**config.mk**
```make
export PLATFORM = sky130hd
export DESIGN_NAME = swrb_core
export DESIGN_NICKNAME = d
export VERILOG_FILES = /design/src/include/swrb_pkg.sv /design/src/hdl/swrb_core.sv /design/src/hdl/swrb_sync.sv
export SDC_FILE = /design/constraint.sdc
export NUM_CORES = 1
export LEC_CHECK = 0
export BUFFER_PORTS_ARGS = -buffer_cell sky130_fd_sc_hd__buf_2
export CAP_MARGIN = 20
export CELL_PAD_IN_SITES_DETAIL_PLACEMENT = 1
export CELL_PAD_IN_SITES_GLOBAL_PLACEMENT = 2
export CORE_UTILIZATION = 39
export CTS_CLUSTER_DIAMETER = 120
export CTS_CLUSTER_SIZE = 25
export DETAILED_ROUTE_END_ITERATION = 10
export PLACE_DENSITY_LB_ADDON = 0.1
export SETUP_SLACK_MARGIN = 0.5
export SYNTH_ARGS = -nofsm -noshare
export SYNTH_HDL_FRONTEND = slang
export SYNTH_SLANG_ARGS = --single-unit
```
**constraint.sdc**
```tcl
create_clock -name clk -period 7 [get_ports clk]
set_input_delay 0 -clock clk [delete_from_list [all_inputs] [get_ports clk]]
set_output_delay 0 -clock clk [all_outputs]
set_load 0.005 [all_outputs]
```
**src/include/swrb_pkg.sv**
```systemverilog
package swrb_pkg;

	// ----------------------------------------
	// command codes and bit byte layout
	// ----------------------------------------
	localparam logic [7:0] CMD_BUS_RESET = 8'hB4;
	localparam logic [7:0] CMD_SINGLE_SLOT = 8'h87;
	localparam int BIT_VALUE_POS = 7;

	// ----------------------------------------
	// clock and line timing, nanoseconds
	// ----------------------------------------
	localparam int CLK_NS = 100;
	localparam int START_MAX_NS = 262;

	localparam int RSTL_STD_NS = 560000;
	localparam int RSTH_STD_NS = 560000;
	localparam int SI_STD_NS = 8000;
	localparam int MSP_STD_NS = 68000;
	localparam int PDM_STD_NS = 2000;
	localparam int SLOT_STD_NS = 70000;
	localparam int W0L_STD_NS = 64000;
	localparam int W1L_STD_NS = 8000;
	localparam int MSR_STD_NS = 14000;

	localparam int RSTL_OD_NS = 70000;
	localparam int RSTH_OD_NS = 70000;
	localparam int SI_OD_NS = 1000;
	localparam int MSP_OD_NS = 8500;
	localparam int PDM_OD_NS = 500;
	localparam int SLOT_OD_NS = 10000;
	localparam int W0L_OD_NS = 8000;
	localparam int W1L_OD_NS = 1000;
	localparam int MSR_OD_NS = 1500;

	localparam int ACT_PULLUP_NS = 500;

	function automatic int ns_to_cyc(input int ns);
		int c;
		c = (ns + CLK_NS - 1) / CLK_NS;
		return (c < 1) ? 1 : c;
	endfunction : ns_to_cyc

	// ----------------------------------------
	// cycle counts
	// ----------------------------------------
	localparam int START_MAX_CYC = START_MAX_NS / CLK_NS;
	localparam int RSTL_STD_CYC = ns_to_cyc(RSTL_STD_NS);
	localparam int RSTH_STD_CYC = ns_to_cyc(RSTH_STD_NS);
	localparam int SI_STD_CYC = ns_to_cyc(SI_STD_NS);
	localparam int MSP_STD_CYC = ns_to_cyc(MSP_STD_NS);
	localparam int PDM_STD_CYC = ns_to_cyc(PDM_STD_NS);
	localparam int SLOT_STD_CYC = ns_to_cyc(SLOT_STD_NS);
	localparam int W0L_STD_CYC = ns_to_cyc(W0L_STD_NS);
	localparam int W1L_STD_CYC = ns_to_cyc(W1L_STD_NS);
	localparam int MSR_STD_CYC = ns_to_cyc(MSR_STD_NS);
	localparam int RSTL_OD_CYC = ns_to_cyc(RSTL_OD_NS);
	localparam int RSTH_OD_CYC = ns_to_cyc(RSTH_OD_NS);
	localparam int SI_OD_CYC = ns_to_cyc(SI_OD_NS);
	localparam int MSP_OD_CYC = ns_to_cyc(MSP_OD_NS);
	localparam int PDM_OD_CYC = ns_to_cyc(PDM_OD_NS);
	localparam int SLOT_OD_CYC = ns_to_cyc(SLOT_OD_NS);
	localparam int W0L_OD_CYC = ns_to_cyc(W0L_OD_NS);
	localparam int W1L_OD_CYC = ns_to_cyc(W1L_OD_NS);
	localparam int MSR_OD_CYC = ns_to_cyc(MSR_OD_NS);
	localparam int ACT_PULLUP_CYC = ns_to_cyc(ACT_PULLUP_NS);

	// ----------------------------------------
	// carriers
	// ----------------------------------------
	typedef struct packed {
		logic line_speed_select;
		logic active_pullup_select;
		logic presence_mask_select;
		logic strong_pullup_select;
	} swrb_cfg_s;

	typedef struct packed {
		logic bus_busy_flag;
		logic presence_detected_flag;
		logic short_detected_flag;
		logic single_bit_result_flag;
	} swrb_status_s;

endpackage : swrb_pkg

```
**src/hdl/swrb_core.sv**
```systemverilog
// Function
// - bus reset code, no parameter, makes reset pulse then presence window
// - sample line at short-detect and presence instants, report both flags
// - reset code while busy is not acknowledged and is dropped
// - reset finishes within reset low plus reset high plus 262.5ns
// - reset line activity starts within 262.5ns of ack-bit SCL fall
// - busy held for reset low plus high; flags update at their instants
// - both commands point the read pointer at the status register
// - slot code plus bit byte; 0 writes zero, 1 writes one or reads
// - each slot samples line at read-sample instant into result flag
// - slot code while busy: neither code nor bit byte acknowledged
// - slot finishes within one slot plus 262.5ns of MSB SCL fall
// - slot line activity starts within 262.5ns of MSB SCL fall
// - busy reads one for one slot duration; direction may change
`timescale 1ns/1ps
module swrb_core #(
	parameter int RSTL_STD = swrb_pkg::RSTL_STD_CYC,
	parameter int RSTH_STD = swrb_pkg::RSTH_STD_CYC,
	parameter int SI_STD = swrb_pkg::SI_STD_CYC,
	parameter int MSP_STD = swrb_pkg::MSP_STD_CYC,
	parameter int PDM_STD = swrb_pkg::PDM_STD_CYC,
	parameter int SLOT_STD = swrb_pkg::SLOT_STD_CYC,
	parameter int W0L_STD = swrb_pkg::W0L_STD_CYC,
	parameter int W1L_STD = swrb_pkg::W1L_STD_CYC,
	parameter int MSR_STD = swrb_pkg::MSR_STD_CYC,
	parameter int RSTL_OD = swrb_pkg::RSTL_OD_CYC,
	parameter int RSTH_OD = swrb_pkg::RSTH_OD_CYC,
	parameter int SI_OD = swrb_pkg::SI_OD_CYC,
	parameter int MSP_OD = swrb_pkg::MSP_OD_CYC,
	parameter int PDM_OD = swrb_pkg::PDM_OD_CYC,
	parameter int SLOT_OD = swrb_pkg::SLOT_OD_CYC,
	parameter int W0L_OD = swrb_pkg::W0L_OD_CYC,
	parameter int W1L_OD = swrb_pkg::W1L_OD_CYC,
	parameter int MSR_OD = swrb_pkg::MSR_OD_CYC,
	parameter int ACT_PULLUP = swrb_pkg::ACT_PULLUP_CYC
) (
	input wire logic clk,
	input wire logic rst,
	input wire swrb_pkg::swrb_cfg_s cfg,
	input wire logic code_valid,
	input wire logic [7:0] code_byte,
	input wire logic bit_valid,
	input wire logic [7:0] bit_byte,
	input wire logic scl,
	input wire logic line_in,
	output logic code_ack,
	output logic byte_ack,
	output logic read_ptr_status,
	output swrb_pkg::swrb_status_s status,
	output logic line_out,
	output logic line_oe,
	output logic active_pullup_en,
	output logic strong_pullup_en
);
	import swrb_pkg::*;

	typedef enum {
		ST_IDLE,
		ST_WAIT_ACK_FALL,
		ST_WAIT_BIT,
		ST_WAIT_MSB_FALL,
		ST_RESET,
		ST_SLOT
	} swrb_state_e;

	swrb_state_e state;
	logic [15:0] t;
	logic [15:0] tn;
	logic fall_seen;
	logic slot_v;
	logic scl_fall;
	logic line_s;
	logic busy_any;
	logic accept;
	logic start_rst;
	logic start_slot;
	logic rst_end;
	logic slot_end;
	logic next_low;
	logic [15:0] act_pu_cnt;
	logic [15:0] c_rstl;
	logic [15:0] c_rsth;
	logic [15:0] c_si;
	logic [15:0] c_msp;
	logic [15:0] c_pdm;
	logic [15:0] c_slot;
	logic [15:0] c_w0l;
	logic [15:0] c_w1l;
	logic [15:0] c_msr;

	// ----------------------------------------
	// pin synchronisers
	// ----------------------------------------
	swrb_sync #(.INIT(1'b1)) u_scl_sync (
		.clk(clk),
		.rst(rst),
		.pin(scl),
		.level(),
		.fall(scl_fall)
	);

	swrb_sync #(.INIT(1'b1)) u_line_sync (
		.clk(clk),
		.rst(rst),
		.pin(line_in),
		.level(line_s),
		.fall()
	);

	// ----------------------------------------
	// speed-dependent timing
	// ----------------------------------------
	always_comb begin
		if (cfg.line_speed_select) begin
			c_rstl = 16'(RSTL_OD);
			c_rsth = 16'(RSTH_OD);
			c_si = 16'(SI_OD);
			c_msp = 16'(MSP_OD);
			c_pdm = 16'(PDM_OD);
			c_slot = 16'(SLOT_OD);
			c_w0l = 16'(W0L_OD);
			c_w1l = 16'(W1L_OD);
			c_msr = 16'(MSR_OD);
		end else begin
			c_rstl = 16'(RSTL_STD);
			c_rsth = 16'(RSTH_STD);
			c_si = 16'(SI_STD);
			c_msp = 16'(MSP_STD);
			c_pdm = 16'(PDM_STD);
			c_slot = 16'(SLOT_STD);
			c_w0l = 16'(W0L_STD);
			c_w1l = 16'(W1L_STD);
			c_msr = 16'(MSR_STD);
		end
	end

	// ----------------------------------------
	// sequencing
	// ----------------------------------------
	assign busy_any = (state != ST_IDLE);
	assign accept = code_valid && !busy_any &&
		(code_byte == CMD_BUS_RESET || code_byte == CMD_SINGLE_SLOT);
	// the second SCL fall after the code is the fall of its ack bit
	assign start_rst = (state == ST_WAIT_ACK_FALL) && scl_fall && fall_seen;
	assign start_slot = (state == ST_WAIT_MSB_FALL) && scl_fall;
	assign rst_end = (state == ST_RESET) && (t == c_rstl + c_rsth - 16'd1);
	assign slot_end = (state == ST_SLOT) && (t == c_slot - 16'd1);
	assign tn = t + 16'd1;

	always_ff @(posedge clk) begin
		if (rst) begin
			state <= ST_IDLE;
			t <= 16'h0000;
			fall_seen <= 1'b0;
			slot_v <= 1'b0;
		end else begin
			case (state)
				ST_IDLE: begin
					fall_seen <= 1'b0;
					if (accept && code_byte == CMD_BUS_RESET) begin
						state <= ST_WAIT_ACK_FALL;
					end else if (accept) begin
						state <= ST_WAIT_BIT;
					end
				end
				ST_WAIT_ACK_FALL: begin
					if (start_rst) begin
						state <= ST_RESET;
						t <= 16'h0000;
					end else if (scl_fall) begin
						fall_seen <= 1'b1;
					end
				end
				ST_WAIT_BIT: begin
					if (bit_valid) begin
						slot_v <= bit_byte[BIT_VALUE_POS];
						state <= ST_WAIT_MSB_FALL;
					end
				end
				ST_WAIT_MSB_FALL: begin
					// slot starts before the byte is complete
					if (start_slot) begin
						state <= ST_SLOT;
						t <= 16'h0000;
					end
				end
				ST_RESET: begin
					t <= tn;
					if (rst_end) begin
						state <= ST_IDLE;
					end
				end
				ST_SLOT: begin
					t <= tn;
					if (slot_end) begin
						state <= ST_IDLE;
					end
				end
				default: begin
					state <= ST_IDLE;
				end
			endcase
		end
	end

	// ----------------------------------------
	// line drive
	// ----------------------------------------
	always_comb begin
		next_low = 1'b0;
		if (start_rst || start_slot) begin
			next_low = 1'b1;
		end else if (state == ST_RESET && !rst_end) begin
			// mask hides the slave's presence falling edge
			next_low = (tn < c_rstl) || (cfg.presence_mask_select &&
				tn < c_rstl + c_pdm);
		end else if (state == ST_SLOT && !slot_end) begin
			next_low = tn < (slot_v ? c_w1l : c_w0l);
		end
	end

	always_ff @(posedge clk) begin
		if (rst) begin
			line_oe <= 1'b0;
			line_out <= 1'b0;
		end else begin
			line_oe <= next_low;
			line_out <= 1'b0;
		end
	end

	// ----------------------------------------
	// pullups
	// ----------------------------------------
	always_ff @(posedge clk) begin
		if (rst) begin
			act_pu_cnt <= 16'h0000;
			active_pullup_en <= 1'b0;
		end else begin
			// speeds the rising edge after each release of the line
			if (line_oe && !next_low && cfg.active_pullup_select) begin
				act_pu_cnt <= 16'(ACT_PULLUP);
				active_pullup_en <= 1'b1;
			end else if (act_pu_cnt > 16'h0001) begin
				act_pu_cnt <= act_pu_cnt - 16'd1;
			end else begin
				act_pu_cnt <= 16'h0000;
				active_pullup_en <= 1'b0;
			end
		end
	end

	always_ff @(posedge clk) begin
		if (rst) begin
			strong_pullup_en <= 1'b0;
		end else if (slot_end && cfg.strong_pullup_select) begin
			strong_pullup_en <= 1'b1;
		end else if (code_valid || !cfg.strong_pullup_select) begin
			strong_pullup_en <= 1'b0;
		end
	end

	// ----------------------------------------
	// status flags
	// ----------------------------------------
	always_ff @(posedge clk) begin
		if (rst) begin
			status <= '0;
		end else begin
			if (start_rst || start_slot) begin
				status.bus_busy_flag <= 1'b1;
			end else if (rst_end || slot_end) begin
				status.bus_busy_flag <= 1'b0;
			end
			if (state == ST_RESET && t == c_rstl + c_si) begin
				status.short_detected_flag <= !line_s;
			end
			if (state == ST_RESET && t == c_rstl + c_msp) begin
				status.presence_detected_flag <= !line_s;
			end
			if (state == ST_SLOT && t == c_msr) begin
				status.single_bit_result_flag <= line_s;
			end
		end
	end

	// ----------------------------------------
	// acknowledges and read pointer
	// ----------------------------------------
	always_ff @(posedge clk) begin
		if (rst) begin
			code_ack <= 1'b0;
			byte_ack <= 1'b0;
			read_ptr_status <= 1'b0;
		end else begin
			read_ptr_status <= accept;
			if (code_valid) begin
				code_ack <= accept;
				byte_ack <= 1'b0;
			end else if (bit_valid) begin
				byte_ack <= (state == ST_WAIT_BIT);
			end
		end
	end
endmodule : swrb_core

```
**src/hdl/swrb_sync.sv**
```systemverilog
`timescale 1ns/1ps
module swrb_sync #(
	parameter logic INIT = 1'b1
) (
	input wire logic clk,
	input wire logic rst,
	input wire logic pin,
	output logic level,
	output logic fall
);
	logic s1;
	logic s2;
	logic s3;

	// s1 feeds s2 only; edges are taken from the settled stages
	always_ff @(posedge clk) begin
		if (rst) begin
			s1 <= INIT;
			s2 <= INIT;
			s3 <= INIT;
		end else begin
			s1 <= pin;
			s2 <= s1;
			s3 <= s2;
		end
	end

	assign level = s2;
	assign fall = s3 & ~s2;

endmodule : swrb_sync

```
==> out/metrics.cfg <==
[run_status]
status=complete, no violations

[global_route]
grt_pass1_vias=3137
grt_use_total_pct=20.73
antenna_found_initial=0
grt_pass1_wl_um=15940
globalRouteOverflowTotal=0
grt_max_degree=38

[timing]
max_slew.worst_pin.slew_ns=0.7465
setup_viol=0
finalClockSkew_ns=0.01058
rsz0062_at_grt=no
finalCritPeriodShare_pct=57.40
drv_slew=0
fmax_mhz=248.9
finalCriticalPeriod_ns=4.018
finalSetupTns_ns=0
relSlewSlack_pct=50.23
final_hold_viol_count=0

[synthesis]
synth_nets=468
netlist.area_leader.share_pct=29.53
synth_xor_area_share_pct=6.461
synth_area_leaders=dfxtp_1, ha_1, nor2_1, xnor2_1, a21oi_1
synthMuxAreaShare_pct=1.988
synth-edff-count=0
yosysUniqueCellTypes=74
synth-simple-area-share_pct=27.33
synthCells=420
ys_seq_area_share_pct=29.53
synth_area_mm2=0.003525
synth_top_area_cell=dfxtp_1
synth_top_family_by_area=simple AND/OR/NAND/NOR gates
synthAdderAreaFrac_pct=8.094
ys.flop_type=dfxtp_1
synth_seq_cells=52
yosys_warnings=0
synth_area_per_cell_um2=8.392
synth-compound-area-share_pct=19.81
postSynth.asyncResetShare_pct=0

[routing]
vias=3053
vias_per_cell=5.612
drcViolationCount=0
postRouteAntennaNets=0
wl_um=9439
wl_per_cell_um=17.35
dr.pass1.iters=4
drtIter0Drc=93

[clock_tree]
post_cts_buffers=0
path_clk_slew_ns=0.10
cts_root_buffer=clkbuf_8
numCtsBuffers=5
h-tree-depth=2
cts_tree=yes
clock_path_buffers=2
clock-sinks=52
clock_latency_ns=0.31

[die]
die_w_um=97.07
core_mm2=0.008721
die_area_mm2=0.009422
num_rows=34
start_util_pct=40.42
die_h_um=97.07
io_pins=37

[setup_path]
path_class=flip-flop to flip-flop
r2r_cells=12
rrSetupSlack_ns=2.98
crit_path_end_kind=flip-flop
cp_max_fo=14
critPathArrivalTime_ns=4.19
r2r_start=t[1]
r2r-end=act_pu_cnt[7]
worstPathRequired_ns=7.17
cp-start-kind=flip-flop

[placed_design]
hpwl_um=6989
portBuffers=28
placed_area_mm2=0.003666
place_inst=531
globalplace.congestion=0.7644

[cells_and_area]
drive_gt1_share_pct=16.97
layout.cells.non_filler=544
final_area_mm2=0.003855
num_antenna_cells=0
area_growth_pct=9.372
final_nets=484

[hold_path]
hold_path_class=primary input to flip-flop
hold_start=code_byte[3]
min_to=read_ptr_status
hold_depth=4

[flow_run]
maxCapViolCount=0

[pwr]
irDropWorstVdd_mv=0.1632
p_per_area_mw_per_mm2=246.6
leakagePower_uw=0.001524

report_power, final:
group	switching, uW	leakage, uW	internal, uW
clock	104	0.0000642	141
sequential	41.5	0.000423	335
combinational	194	0.00104	135
total	340	0.00152	611
layout by cell type, fill, tap and decap left out, types with 5 or more instances in the layout:
| cell | n |
|---|---|
| a21oi_1 | 26 |
| a21oi_2 | 10 |
| buf_2 | 28 |
| clkbuf_8 | 5 |
| dfxtp_1 | 52 |
| dlygate4sd3_1 | 6 |
| ha_1 | 22 |
| inv_1 | 21 |
| mux2i_1 | 7 |
| nand2_1 | 26 |
| nand2b_1 | 5 |
| nand3_1 | 11 |
| nand4_1 | 8 |
| nor2_1 | 47 |
| nor2b_1 | 5 |
| nor3_1 | 14 |
| nor4_1 | 8 |
| o21ai_0 | 13 |
| or2_2 | 7 |
| or4_1 | 5 |
| xnor2_1 | 16 |
| xor2_1 | 10 |
through the flow:
stage / total power (uW) / hold WS, ns / util [%] / setup WS [ns]
after global routing: 1017 / 0.09508 / 44.20 / 2.685
after global placement: 701.5 / 0.1839 / 42.04 / 3.071
after floorplan: 631.9 / 0.07847 / - / 3.893
after CTS: 962.9 / 0.05752 / 44.20 / 2.974
final: 950.5 / 0.07119 / 44.20 / 2.982
after detailed placement: 712.8 / 0.1865 / 42.04 / 2.996
worst max-delay path, stage by stage, from the launching register on:
cell       delay (ns)
dfxtp_1          0.59
ha_1             0.38
nand3_2          0.25
nor2_2           0.41
and3_1           0.22
xor2_1           0.09
ha_1             0.32
and3_1           0.15
o2111ai_1        0.10
a2111oi_0        0.53
a21boi_2         0.20
o21bai_4         0.46
a22oi_1          0.17
flip-flops by register name (all words and copies together) (netlist names):
register           cells
byte_ack               1
active_pullup_en       1
read_ptr_status        1
strong_pullup_en       1
u_line_sync.level      1
status                 4
slot_v                 1
line_oe                1
u_line_sync.s1         1
t                     16
act_pu_cnt            16
code_ack               1
state                  3
u_scl_sync.level       1
u_scl_sync.s3          1
u_scl_sync.s1          1
fall_seen              1
worst max path at each step:
stage | startpoint | endpoint | slack, ns | depth (start not counted)
after floorplan | t[0] | act_pu_cnt[10] | 3.89 | 13
after global placement | t[1] | act_pu_cnt[7] | 3.07 | 12
after detailed placement | t[1] | act_pu_cnt[7] | 3.00 | 12
after CTS | t[1] | act_pu_cnt[7] | 2.97 | 12
after global routing | t[1] | act_pu_cnt[7] | 2.68 | 12
final | t[1] | act_pu_cnt[7] | 2.98 | 12
cell usage after synthesis, drive strengths merged (5+ instances only):
library cell and count:
nor4 9, clkbuf 14, dfxtp 52, buf 14, or2 7, nor3 15, nand3 12, inv 21
xor2 10, ha 22, o21ai 14, nor2 48, xnor2 16, nand2b 5, nand4 10, a21oi 37
nand2 27, nor2b 5, mux2i 7, or4 8
cells by family (layout without fill, tap and decap cells):
family,after synthesis,after routing
AND/OR/NAND/NOR,170,170
adder cells (fa/ha/maj),23,23
flip-flops,52,52
multiplexers,7,7
XOR/XNOR,26,26
AO/OA/AOI/OAI,92,92
buffers and inverters,49,65
other,1,1
layer usage:
metal / wire length [um] / global-route usage, % / vias to the layer above
li1: - / - / 1534
met1: 4631 / 27.98 / 1464
met2: 4435 / 35.48 / 47
met3: 274 / 2.446 / 8
met4: 98 / 4.363 / 0
met5: 0 / 0 / -
cell type report:
class | count | area (um^2)
fill | 1053 | 4866
multi-input combinational | 319 | 2248
sequential | 52 | 1041
inverter | 21 | 78.83
timing repair buffer | 37 | 222.7
clock inverter | 2 | 60.06
tap | 108 | 135.1
clock buffer | 5 | 68.82
timing repair:
| item | CTS | global route |
|---|---|---|
| hold endpoints to repair | 5 | 0 |
| resized for setup | 0 | 0 |
| endpoints found under the setup margin | 0 | 0 |
| hold buffers | 6 | 0 |
No activity file was read; power rests on OpenSTA's default activity.
